File: src/cteq_defines.vh
`ifndef CTEQ_DEFINES_VH
`define CTEQ_DEFINES_VH
// Register offsets (16-bit registers, word index on a plain port)
`define CTEQ_ADDR_W          5
`define CTEQ_REG_DEPTH_CFG   5'h00
`define CTEQ_REG_CONTROL     5'h01
`define CTEQ_REG_STATUS      5'h02
`define CTEQ_REG_EVQ_UA_HI   5'h03
`define CTEQ_REG_EVQ_UA_LO   5'h04
`define CTEQ_REG_MODE        5'h05
`define CTEQ_REG_MQ_DIR      5'h06
`define CTEQ_REG_MQ_UA_BASE  5'h08
// Field positions
`define CTEQ_DEPTH_LSB       8
`define CTEQ_DEPTH_MSB       12
`define CTEQ_RESET_BIT       10
`define CTEQ_TAIL_INC_BIT    8
`define CTEQ_TS_EN_BIT       5
`define CTEQ_OVF_BIT         3
`define CTEQ_FULL_BIT        2
`define CTEQ_HALF_BIT        1
`define CTEQ_NE_BIT          0
// Modes and reset values
`define CTEQ_MODE_CONFIG     3'h4
`define CTEQ_MODE_RESET      3'h4
`define CTEQ_DEPTH_RESET     5'h00
`define CTEQ_IE_RESET        4'h0
`endif

File: src/cteq_top.v
// Decided for this implementation: strobed register access and the address map.
`timescale 1ns/100ps
`include "cteq_defines.vh"

module cteq_top #(
    parameter EVQ_BASE    = 32'h0000_0400,
    parameter EVQ_STRIDE  = 32'h0000_0010,
    parameter EVQ_TS_XTRA = 32'h0000_0004,
    parameter MQ_COUNT    = 7
) (
    input  wire                    ref_clk_i,
    input  wire                    sys_rst_i,
    input  wire [`CTEQ_ADDR_W-1:0] reg_addr_i,
    input  wire [15:0]             reg_wdata_i,
    input  wire                    reg_wr_i,
    input  wire                    reg_rd_i,
    output reg  [15:0]             reg_rdata_o,
    input  wire                    tx_done_log_i,
    input  wire [31:0]             mq_head_addr_i,
    input  wire [31:0]             mq_tail_addr_i,
    output wire [2:0]              mq_sel_o,
    output reg  [2:0]              controller_operating_mode_o,
    output reg                     event_timestamp_enable_o,
    output reg                     evq_write_stb_o,
    output reg  [31:0]             evq_write_addr_o,
    output reg                     evq_irq_o
);
    reg [4:0]  queue_depth_field_r;
    reg        event_timestamp_enable_r;
    reg [3:0]  irq_enable_r;
    reg        event_overflow_flag_r;
    reg        queue_reset_request_r;
    reg [2:0]  mode_r;
    reg [MQ_COUNT-1:0] queue_direction_select_r;
    reg [4:0]  head_r;
    reg [4:0]  tail_r;
    reg [5:0]  count_r;
    reg [2:0]  mq_sel_r;

    wire [5:0]  depth_entries   = {1'b0, queue_depth_field_r} + 6'h01;
    wire        in_config       = (mode_r == `CTEQ_MODE_CONFIG);
    wire        event_full_flag     = (count_r == depth_entries);
    wire        event_half_flag     = ({count_r, 1'b0} >= {1'b0, depth_entries});
    wire        event_nonempty_flag = (count_r != 6'h00);
    wire [3:0]  flags = {event_overflow_flag_r, event_full_flag,
                         event_half_flag, event_nonempty_flag};
    wire [31:0] entry_size = event_timestamp_enable_r ?
                             EVQ_STRIDE + EVQ_TS_XTRA : EVQ_STRIDE;
    wire [31:0] tail_addr  = EVQ_BASE + {27'h0, tail_r} * entry_size;
    wire [31:0] head_addr  = EVQ_BASE + {27'h0, head_r} * entry_size;

    wire wr_ctl   = reg_wr_i && (reg_addr_i == `CTEQ_REG_CONTROL);
    wire tail_inc = wr_ctl && reg_wdata_i[`CTEQ_TAIL_INC_BIT]
                    && event_nonempty_flag && !queue_reset_request_r;
    wire push     = tx_done_log_i && !event_full_flag && !queue_reset_request_r;
    wire ovf_evt  = tx_done_log_i && event_full_flag && !queue_reset_request_r;

    wire [4:0] depth_last = queue_depth_field_r;
    wire [2:0] rd_mq = reg_addr_i[2:0] - 3'h1;
    wire       rd_mq_hit = (reg_addr_i[`CTEQ_ADDR_W-1:4] == 1'b0) &&
                           (reg_addr_i[3] == 1'b1) && (reg_addr_i[2:0] != 3'h0);

    assign mq_sel_o = mq_sel_r;

    // Message queue pointer select follows the address of every register read or write
    always @(posedge ref_clk_i)
    begin
        if (sys_rst_i)
            mq_sel_r <= 3'h0;
        else if (reg_wr_i || reg_rd_i)
            mq_sel_r <= rd_mq;
    end

    always @(posedge ref_clk_i)
    begin
        if (sys_rst_i)
        begin
            queue_depth_field_r      <= `CTEQ_DEPTH_RESET;
            event_timestamp_enable_r <= 1'b0;
            irq_enable_r             <= `CTEQ_IE_RESET;
            event_overflow_flag_r    <= 1'b0;
            queue_reset_request_r    <= 1'b0;
            mode_r                   <= `CTEQ_MODE_RESET;
            queue_direction_select_r <= {MQ_COUNT{1'b0}};
            head_r                   <= 5'h00;
            tail_r                   <= 5'h00;
            count_r                  <= 6'h00;
        end
        else
        begin
            if (reg_wr_i && reg_addr_i == `CTEQ_REG_DEPTH_CFG && in_config)
                queue_depth_field_r <= reg_wdata_i[`CTEQ_DEPTH_MSB:`CTEQ_DEPTH_LSB];
            if (wr_ctl)
            begin
                if (in_config)
                    event_timestamp_enable_r <= reg_wdata_i[`CTEQ_TS_EN_BIT];
                irq_enable_r <= reg_wdata_i[3:0];
            end
            if (reg_wr_i && reg_addr_i == `CTEQ_REG_MODE)
                mode_r <= reg_wdata_i[2:0];
            if (reg_wr_i && reg_addr_i == `CTEQ_REG_MQ_DIR)
                queue_direction_select_r <= reg_wdata_i[MQ_COUNT-1:0];
            // Overflow: set wins over a software clear in the same cycle
            if (ovf_evt)
                event_overflow_flag_r <= 1'b1;
            else if (reg_wr_i && reg_addr_i == `CTEQ_REG_STATUS &&
                     !reg_wdata_i[`CTEQ_OVF_BIT])
                event_overflow_flag_r <= 1'b0;
            // Reset takes one cycle, control reads one until done
            if (queue_reset_request_r)
            begin
                head_r                <= 5'h00;
                tail_r                <= 5'h00;
                count_r               <= 6'h00;
                event_overflow_flag_r <= 1'b0;
                queue_reset_request_r <= 1'b0;
            end
            else
            begin
                if (wr_ctl && reg_wdata_i[`CTEQ_RESET_BIT])
                    queue_reset_request_r <= 1'b1;
                if (push)
                    head_r <= (head_r >= depth_last) ? 5'h00 : head_r + 5'h01;
                if (tail_inc)
                    tail_r <= (tail_r >= depth_last) ? 5'h00 : tail_r + 5'h01;
                if (push && !tail_inc)
                    count_r <= count_r + 6'h01;
                else if (tail_inc && !push)
                    count_r <= count_r - 6'h01;
            end
        end
    end

    // Outputs to the entry writer and interrupt line
    always @(posedge ref_clk_i)
    begin
        if (sys_rst_i)
        begin
            controller_operating_mode_o <= `CTEQ_MODE_RESET;
            event_timestamp_enable_o    <= 1'b0;
            evq_write_stb_o             <= 1'b0;
            evq_write_addr_o            <= 32'h0;
            evq_irq_o                   <= 1'b0;
        end
        else
        begin
            controller_operating_mode_o <= mode_r;
            event_timestamp_enable_o    <= event_timestamp_enable_r;
            evq_write_stb_o             <= push;
            evq_write_addr_o            <= head_addr;
            evq_irq_o                   <= |(flags & irq_enable_r);
        end
    end

    // Read data, one cycle after the strobe
    always @(posedge ref_clk_i)
    begin
        if (sys_rst_i)
            reg_rdata_o <= 16'h0000;
        else if (reg_rd_i)
        begin
            reg_rdata_o <= 16'h0000;
            case (reg_addr_i)
                `CTEQ_REG_DEPTH_CFG: reg_rdata_o <= {3'h0, queue_depth_field_r, 8'h00};
                `CTEQ_REG_CONTROL:   reg_rdata_o <= {5'h00, queue_reset_request_r, 4'h0,
                                                     event_timestamp_enable_r, 1'b0,
                                                     irq_enable_r};
                `CTEQ_REG_STATUS:    reg_rdata_o <= {12'h000, flags};
                `CTEQ_REG_EVQ_UA_HI: reg_rdata_o <= tail_addr[31:16];
                `CTEQ_REG_EVQ_UA_LO: reg_rdata_o <= tail_addr[15:0];
                `CTEQ_REG_MODE:      reg_rdata_o <= {13'h0000, mode_r};
                `CTEQ_REG_MQ_DIR:    reg_rdata_o <= {{(16-MQ_COUNT){1'b0}},
                                                     queue_direction_select_r};
                default:             reg_rdata_o <= 16'h0000;
            endcase
            if (rd_mq_hit)
                reg_rdata_o <= queue_direction_select_r[rd_mq] ?
                               mq_head_addr_i[15:0] :
                               mq_tail_addr_i[15:0];
            // High words sit at 0x11..0x17, one per queue
            if ((reg_addr_i[`CTEQ_ADDR_W-1:3] == 2'b10) && (reg_addr_i[2:0] != 3'h0))
                reg_rdata_o <= queue_direction_select_r[rd_mq] ?
                               mq_head_addr_i[31:16] :
                               mq_tail_addr_i[31:16];
        end
    end
endmodule // cteq_top

File: config.mk
export PLATFORM = sky130hd
export DESIGN_NAME = cteq_top
export DESIGN_NICKNAME = d
export VERILOG_FILES = /design/src/cteq_top.v
export VERILOG_INCLUDE_DIRS = /design/src
export SDC_FILE = /design/constraint.sdc
export NUM_CORES = 1
export LEC_CHECK = 0
export ABC_AREA = 1
export BUFFER_PORTS_ARGS = -buffer_cell sky130_fd_sc_hd__buf_2
export CAP_MARGIN = 20
export CORE_MARGIN = 3
export CORE_UTILIZATION = 48
export CTS_CLUSTER_DIAMETER = 150
export DETAILED_ROUTE_END_ITERATION = 8
export PLACE_DENSITY_LB_ADDON = 0.25
export SKIP_CTS_REPAIR_TIMING = 1
export SLEW_MARGIN = 20
export SYNTH_ARGS = -nofsm -noshare
export SYNTH_HDL_FRONTEND = slang
export SYNTH_SLANG_ARGS = --single-unit
File: constraint.sdc
create_clock -name ref_clk_i -period 3.1 [get_ports ref_clk_i]
set_input_delay 0.465 -clock ref_clk_i [delete_from_list [all_inputs] [get_ports ref_clk_i]]
set_output_delay 0.465 -clock ref_clk_i [all_outputs]
set_load 0.005 [all_outputs]
* After elaboration in Yosys (flattened, before gate mapping)
Index checks and enable logic that the tools add are counted.
Cells by class: add/subtract/negate cells 8, multipliers 2, order comparisons 4, eq/ne operators 9, muxes and demuxes 15, bitwise logic cells 2, reductions and logical operators 34
Operators by type and width (count):
- case mux 13 bit (7 select lines) | 1
- 2-to-1 mux 16 bit | 4
- adder 11 x 10 -> 12 bit, first input constant | 2
- logical AND 1 bit | 20
- multiplier 5 x 5 -> 10 bit | 2
- == test 5 x 3 -> 1 bit, second input constant | 3
- 2-to-1 mux 6 bit | 2
- adder 5 x 1 -> 5 bit, second input constant | 2
- == test 5 x 2 -> 1 bit, second input constant | 2
- greater-or-equal comparator 5 bit | 2
- 2-to-1 mux 5 bit | 2
- greater-or-equal comparator 7 x 6 -> 1 bit | 1
- adder 5 x 1 -> 6 bit, second input constant | 1
- adder 6 x 1 -> 6 bit, second input constant | 1
- == test 6 bit | 1
- nonzero test 6 bit | 1
- subtractor 6 x 1 -> 6 bit, second input constant | 1
- == test 5 x 1 -> 1 bit, second input constant | 1
- zero test 1 bit | 5
- zero test 5 bit | 1
- AND 4 bit | 1
- less-than comparator 3 x 4 -> 1 bit, second input constant | 1
- 2-to-1 mux 1 bit | 4
- nonzero test 2 bit | 2
- 11 further kinds | 11
Storage, ports and cells: flip-flop bits (word level) 95, output and inout port bits 57, word-level logic and storage cells 91

* Longest topological paths before layout
depth after elaboration 9, gate-level depth with buffers 22, mapped depth without buffers 22

* Worst setup path after synthesis
Ideal clock, no wire load.
path kind input -> register, start point input port reg_addr_i[1], end point register count_r[5], data arrival time 2866 ps, data required time 2968 ps, slack 102 ps, cell stages on the path 20, path buffers 0, path through inv_1 ha_1 inv_1 nor2_1 nand2_2 nor2_4 inv_1 nor4_4 inv_1 ha_1 inv_1 ha_1 a21oi_1 nand2_1 nand2_1 nand2_1 a21oi_1 nor2_1 o21ai_0 a21oi_1
On the way: word-level cells in the longest chain between the ends 8, elaborated cells between the ends (all ways) 10, those cells by class 1 x eq/ne; 1 x mux; 8 x reduce/logical
RTL lines:
- start: declaration | line cteq_top.v:13 | input wire [`CTEQ_ADDR_W-1:0] reg_addr_i,
- == test 5 x 1 -> 1 bit *
- logical AND 1 bit * | line cteq_top.v:52 | wire wr_ctl = reg_wr_i && (reg_addr_i == `CTEQ_REG_CONTROL);
- logical AND 1 bit * (3 in series) | line cteq_top.v:53 | wire tail_inc = wr_ctl && reg_wdata_i[`CTEQ_TAIL_INC_BIT]
- zero test 1 bit | line cteq_top.v:126 | if (push && !tail_inc)
- logical AND 1 bit | line cteq_top.v:126
- 2-to-1 mux 6 bit / nonzero test 2 bit (equally long branches)
- end signal: assignment | line cteq_top.v:127 | count_r <= count_r + 6'h01;
- end signal: assignment | line cteq_top.v:129 | count_r <= count_r - 6'h01;
- end: declaration | line cteq_top.v:37 | reg [5:0] count_r;
Mark *: on every way between the ends. The rest lies on a longest branch, timed or not. A chain may end at the register's enable or synchronous reset.

* Final worst setup path
start point register queue_depth_field_r[0], in the netlist depth_last[0], end point register count_r[5]
On the way: word-level cells in the longest chain between the ends 8, elaborated cells between the ends (all ways) 10, those cells by class 1 x add/sub; 1 x eq/ne; 1 x mux; 7 x reduce/logical
RTL lines:
- start: declaration | line cteq_top.v:28 | reg [4:0] queue_depth_field_r;
- start signal: assignment | line cteq_top.v:78 | queue_depth_field_r <= `CTEQ_DEPTH_RESET;
- start signal: assignment | line cteq_top.v:92 | queue_depth_field_r <= reg_wdata_i[`CTEQ_DEPTH_MSB:`CTEQ_DEPTH_LSB];
- adder 5 x 1 -> 6 bit * | line cteq_top.v:40 | wire [5:0] depth_entries = {1'b0, queue_depth_field_r} + 6'h01;
- == test 6 bit * | line cteq_top.v:42 | wire event_full_flag = (count_r == depth_entries);
- zero test 1 bit * | line cteq_top.v:55 | wire push = tx_done_log_i && !event_full_flag && !queue_reset_request_r;
- logical AND 1 bit * (2 in series) | line cteq_top.v:55
- named net push | line cteq_top.v:55
- zero test 1 bit | line cteq_top.v:128 | else if (tail_inc && !push)
- logical AND 1 bit | line cteq_top.v:128
- nonzero test 2 bit (no source line)
Mark *: on every way through the listed nets, which the timed path passes. The rest lies on a longest branch.

==> implementation parameters <==
Parameter                              Value

Outcome
  Result of the run ... finished, final reports clean

STA
  Final setup violation count ... 0
  Max Freq ... 0.351 GHz
  Worst setup slack after layout ... 0.247 ns
  Final Hold Fails ... 0
  Final Critical Period ... 2.85 ns
  Slew HR ... 50.4%
  Worst Max-Slew Pin Slew ... 0.744 ns
  Clk_skew ... 0.0123 ns
  Max Slew Vio Count ... 0
  Total negative setup slack ... 0 ns
  Crit share post-route ... 92.0%

Synthesis
  Synth Register Bits ... 73
  Async set or reset register ratio after synthesis ... 0%
  Number of flops mapped to enable cells by yosys ... 0
  Post-Synthesis Cells ... 740
  Cell area after synthesis ... 5080 µm²
  Mapped Avg Cell Area ... 6.87 µm²
  Most common flop cell mapped by yosys ... sky130_fd_sc_hd__dfxtp_1
  Seq/Total Area, Yosys ... 28.7%
  Total number of yosys warnings ... 0
  Distinct cells, synth ... 45

Clock tree
  Total CTS buffers ... 9
  Clock Tree Root ... sky130_fd_sc_hd__clkbuf_8
  Clock insertion delay at the later pin of the skew report ... 0.36 ns
  Clock input transition at the sequential cells of the worst setup and hold paths ... 0.09 ns
  Clock Tree Buf Depth ... 2
  H-Tree Depth ... 3
  Sinks on the clock net ... 73
  TritonCTS clock tree ... done

Critical path
  Series of cell instances along the critical path ... ha_2, xor2_1, nor2_1, nand3_1, nor2_2, nand2_2, nand3_4, inv_2, ha_2, inv_2, buf_4, ha_1, nand3_1, nand2_1, nand2_1, nand2_1, a21oi_2, nor2_1, o21ai_0, a21oi_1
  Crit path kind ... register to register
  Max FO, Critical Path ... 5
  Endpoint type of the worst setup path ... register
  Slowest cell on the critical path ... sky130_fd_sc_hd__dfxtp_1
  Critical path data required time ... 3.33 ns
  Most prevalent standard cell on the critical path ... sky130_fd_sc_hd__nand2_1
  Maximum single-stage delay on the critical path ... 0.34 ns
  Critical Path Start Type ... register
  CP Launch Point ... depth_last[0]
  Reg2Reg Launch Point ... depth_last[0]
  Worst Path Arrival ... 3.09 ns

Floorplanning
  Initial Utilization ... 50.6%
  Standard-cell rows ... 36
  Core Area ... 10,000 µm²
  Horiz. Die Dim ... 109 µm
  IO Count ... 147
  Die area ... 11,900 µm²
  DIE HEIGHT ... 109 µm

Place
  Number of port buffers ... 120
  Routability Congestion ... 0.938
  Dpl hpwl ... 10.5 mm
  Setup Slack @ Placement ... -0.0335 ns

Drt
  Post-route DRC violation count ... 0
  Initial DRT Pass Iterations ... 6
  Routed WL per cell ... 13.5 µm
  Count of vias placed by the detailed router ... 5,193
  Detailed-route wire length ... 13.6 mm
  Initial DRC count ... 438
  Antenna-violating nets left ... 0
  Via count normalized by instance count ... 5.17

GRT
  Via count of the first global-routing pass ... 4,701
  First-pass GRT wire length ... 21.6 mm
  Number of antenna violations at the first check in global routing ... 0
  Remaining Overflow, GRT ... 0
  Pin count of the biggest net entering global routing ... 43
  GRT Util Overall ... 22.9%

Cells and area
  Final #Nets ... 1,010
  Fraction of layout instances using a drive strength above 1 ... 20.7%
  Number of antenna repair diodes ... 0
  Area growth, synth to finish ... 17.8%
  FILL cells ... 959
  Most common library cell in the layout ignoring fill and taps ... sky130_fd_sc_hd__nand2_1
  Most frequent cells in the layout ... 149 x sky130_fd_sc_hd__nand2_1, 120 x sky130_fd_sc_hd__buf_2, 107 x sky130_fd_sc_hd__inv_1, 76 x sky130_fd_sc_hd__nor2_1, 71 x sky130_fd_sc_hd__dfxtp_1

Min path
  Hold WC Path Type ... primary input to register
  Launch point of the worst hold path ... reg_wdata_i[10]

Power and ir drop
  Static power due to leakage ... 0.00316 µW
  Final total power ... 2350 µW
  Worst IR drop on VDD ... 0.338 mV
  Power density over the cells ... 392 nW/µm²

Job
  MaxCap Viol Count ... 0
stage by stage:
step           util (%)  hold WS [ns]  cells  cell area [µm²]
5_1_grt            59.7         0.342   1004             5990
3_3_place_gp       57.4         0.451    988             5770
6_report           59.7         0.350   1004             5990
4_1_cts            59.3         0.341   1004             5960
2_1_floorplan         -         0.412    761             5160
3_5_place_dp       57.4         0.453    988             5770
final timing paths:
path,slack [ns],cells past startpoint,to
worst min register to register,0.46,2,reg_rdata_o[6]
worst min-delay path,0.35,3,queue_reset_request_r
worst max-delay path,0.25,20,count_r[5]
worst max register to register,0.25,20,count_r[5]
critical path, delay by kind of cell, from the launching register on:
kind            cells  cell delay [ns]
fa+ha+maj           3             0.68
flops               1             0.34
buf+inv             3             0.26
compound gates      3             0.37
xor+xnor            1             0.14
simple gates       10             0.93
sequential cells by signal (all words and copies together), names as in the netlist:
| signal | cells |
|---|---|
| depth_last | 5 |
| count_r | 6 |
| evq_write_stb_o | 1 |
| queue_reset_request_r | 1 |
| event_timestamp_enable_r | 1 |
| event_overflow_flag_r | 1 |
| evq_write_addr_o | 10 |
| evq_irq_o | 1 |
| controller_operating_mode_o | 3 |
| head_r | 5 |
| mode_r | 3 |
| tail_r | 5 |
| mq_sel_o | 3 |
| irq_enable_r | 4 |
| event_timestamp_enable_o | 1 |
| queue_direction_select_r | 7 |
| reg_rdata_o | 16 |
power breakdown:
group / switching, µW / internal [µW]
Sequential: 45.7 / 981
Combinational: 350 / 243
Clock: 424 / 304
layer usage:
metal | global-route usage, % | vias up | wire, µm
met1 | 30.5 | 2369 | 5990
met2 | 37.1 | 178 | 6420
met3 | 3.49 | 32 | 815
met4 | 8.93 | 0 | 354
met5 | 0 | - | 0
li1 | - | 2614 | -
cell families (layout without fill, tap and decap cells):
kind of cell,count (synthesis),after routing,synth area share [%]
XOR/XNOR,12,12,2.07
flip-flops,73,73,28.7
adder cells (fa/ha/maj),54,54,13.7
AND/OR/NAND/NOR,311,311,27.1
AO/OA/AOI/OAI,135,135,14.5
buffers and inverters,154,264,13.8
other,1,22,0.0737
synth_stat cells, drive strengths merged (2+ instances only):
master | n | area, µm²
o21ai | 56 | 280
clkbuf | 10 | 37.5
nand4 | 13 | 81.3
a31oi | 6 | 37.5
fa | 3 | 60.1
xor2 | 5 | 43.8
nor2 | 80 | 310
nand2 | 152 | 583
or2 | 4 | 25.0
ha | 51 | 638
buf | 32 | 243
inv | 112 | 420
o22ai | 2 | 12.5
o21a | 2 | 15.0
nand3 | 48 | 275
o211ai | 9 | 67.6
nor3 | 9 | 55.1
xnor2 | 7 | 61.3
dfxtp | 73 | 1460
a21oi | 53 | 269
and2 | 2 | 12.5
layout make-up:
type                       instances  area (µm²)  share of cell area, %
clock buffer                       9         124                   2.07
clock inverter                     7        61.3                   1.02
inverter                         112         420                   7.02
multi-input combinational        534        3040                   50.7
sequential                        73        1460                   24.4
tap                              133         166                   2.78
timing repair buffer             136         721                   12.0
No activity file was read; power rests on OpenSTA's default activity.
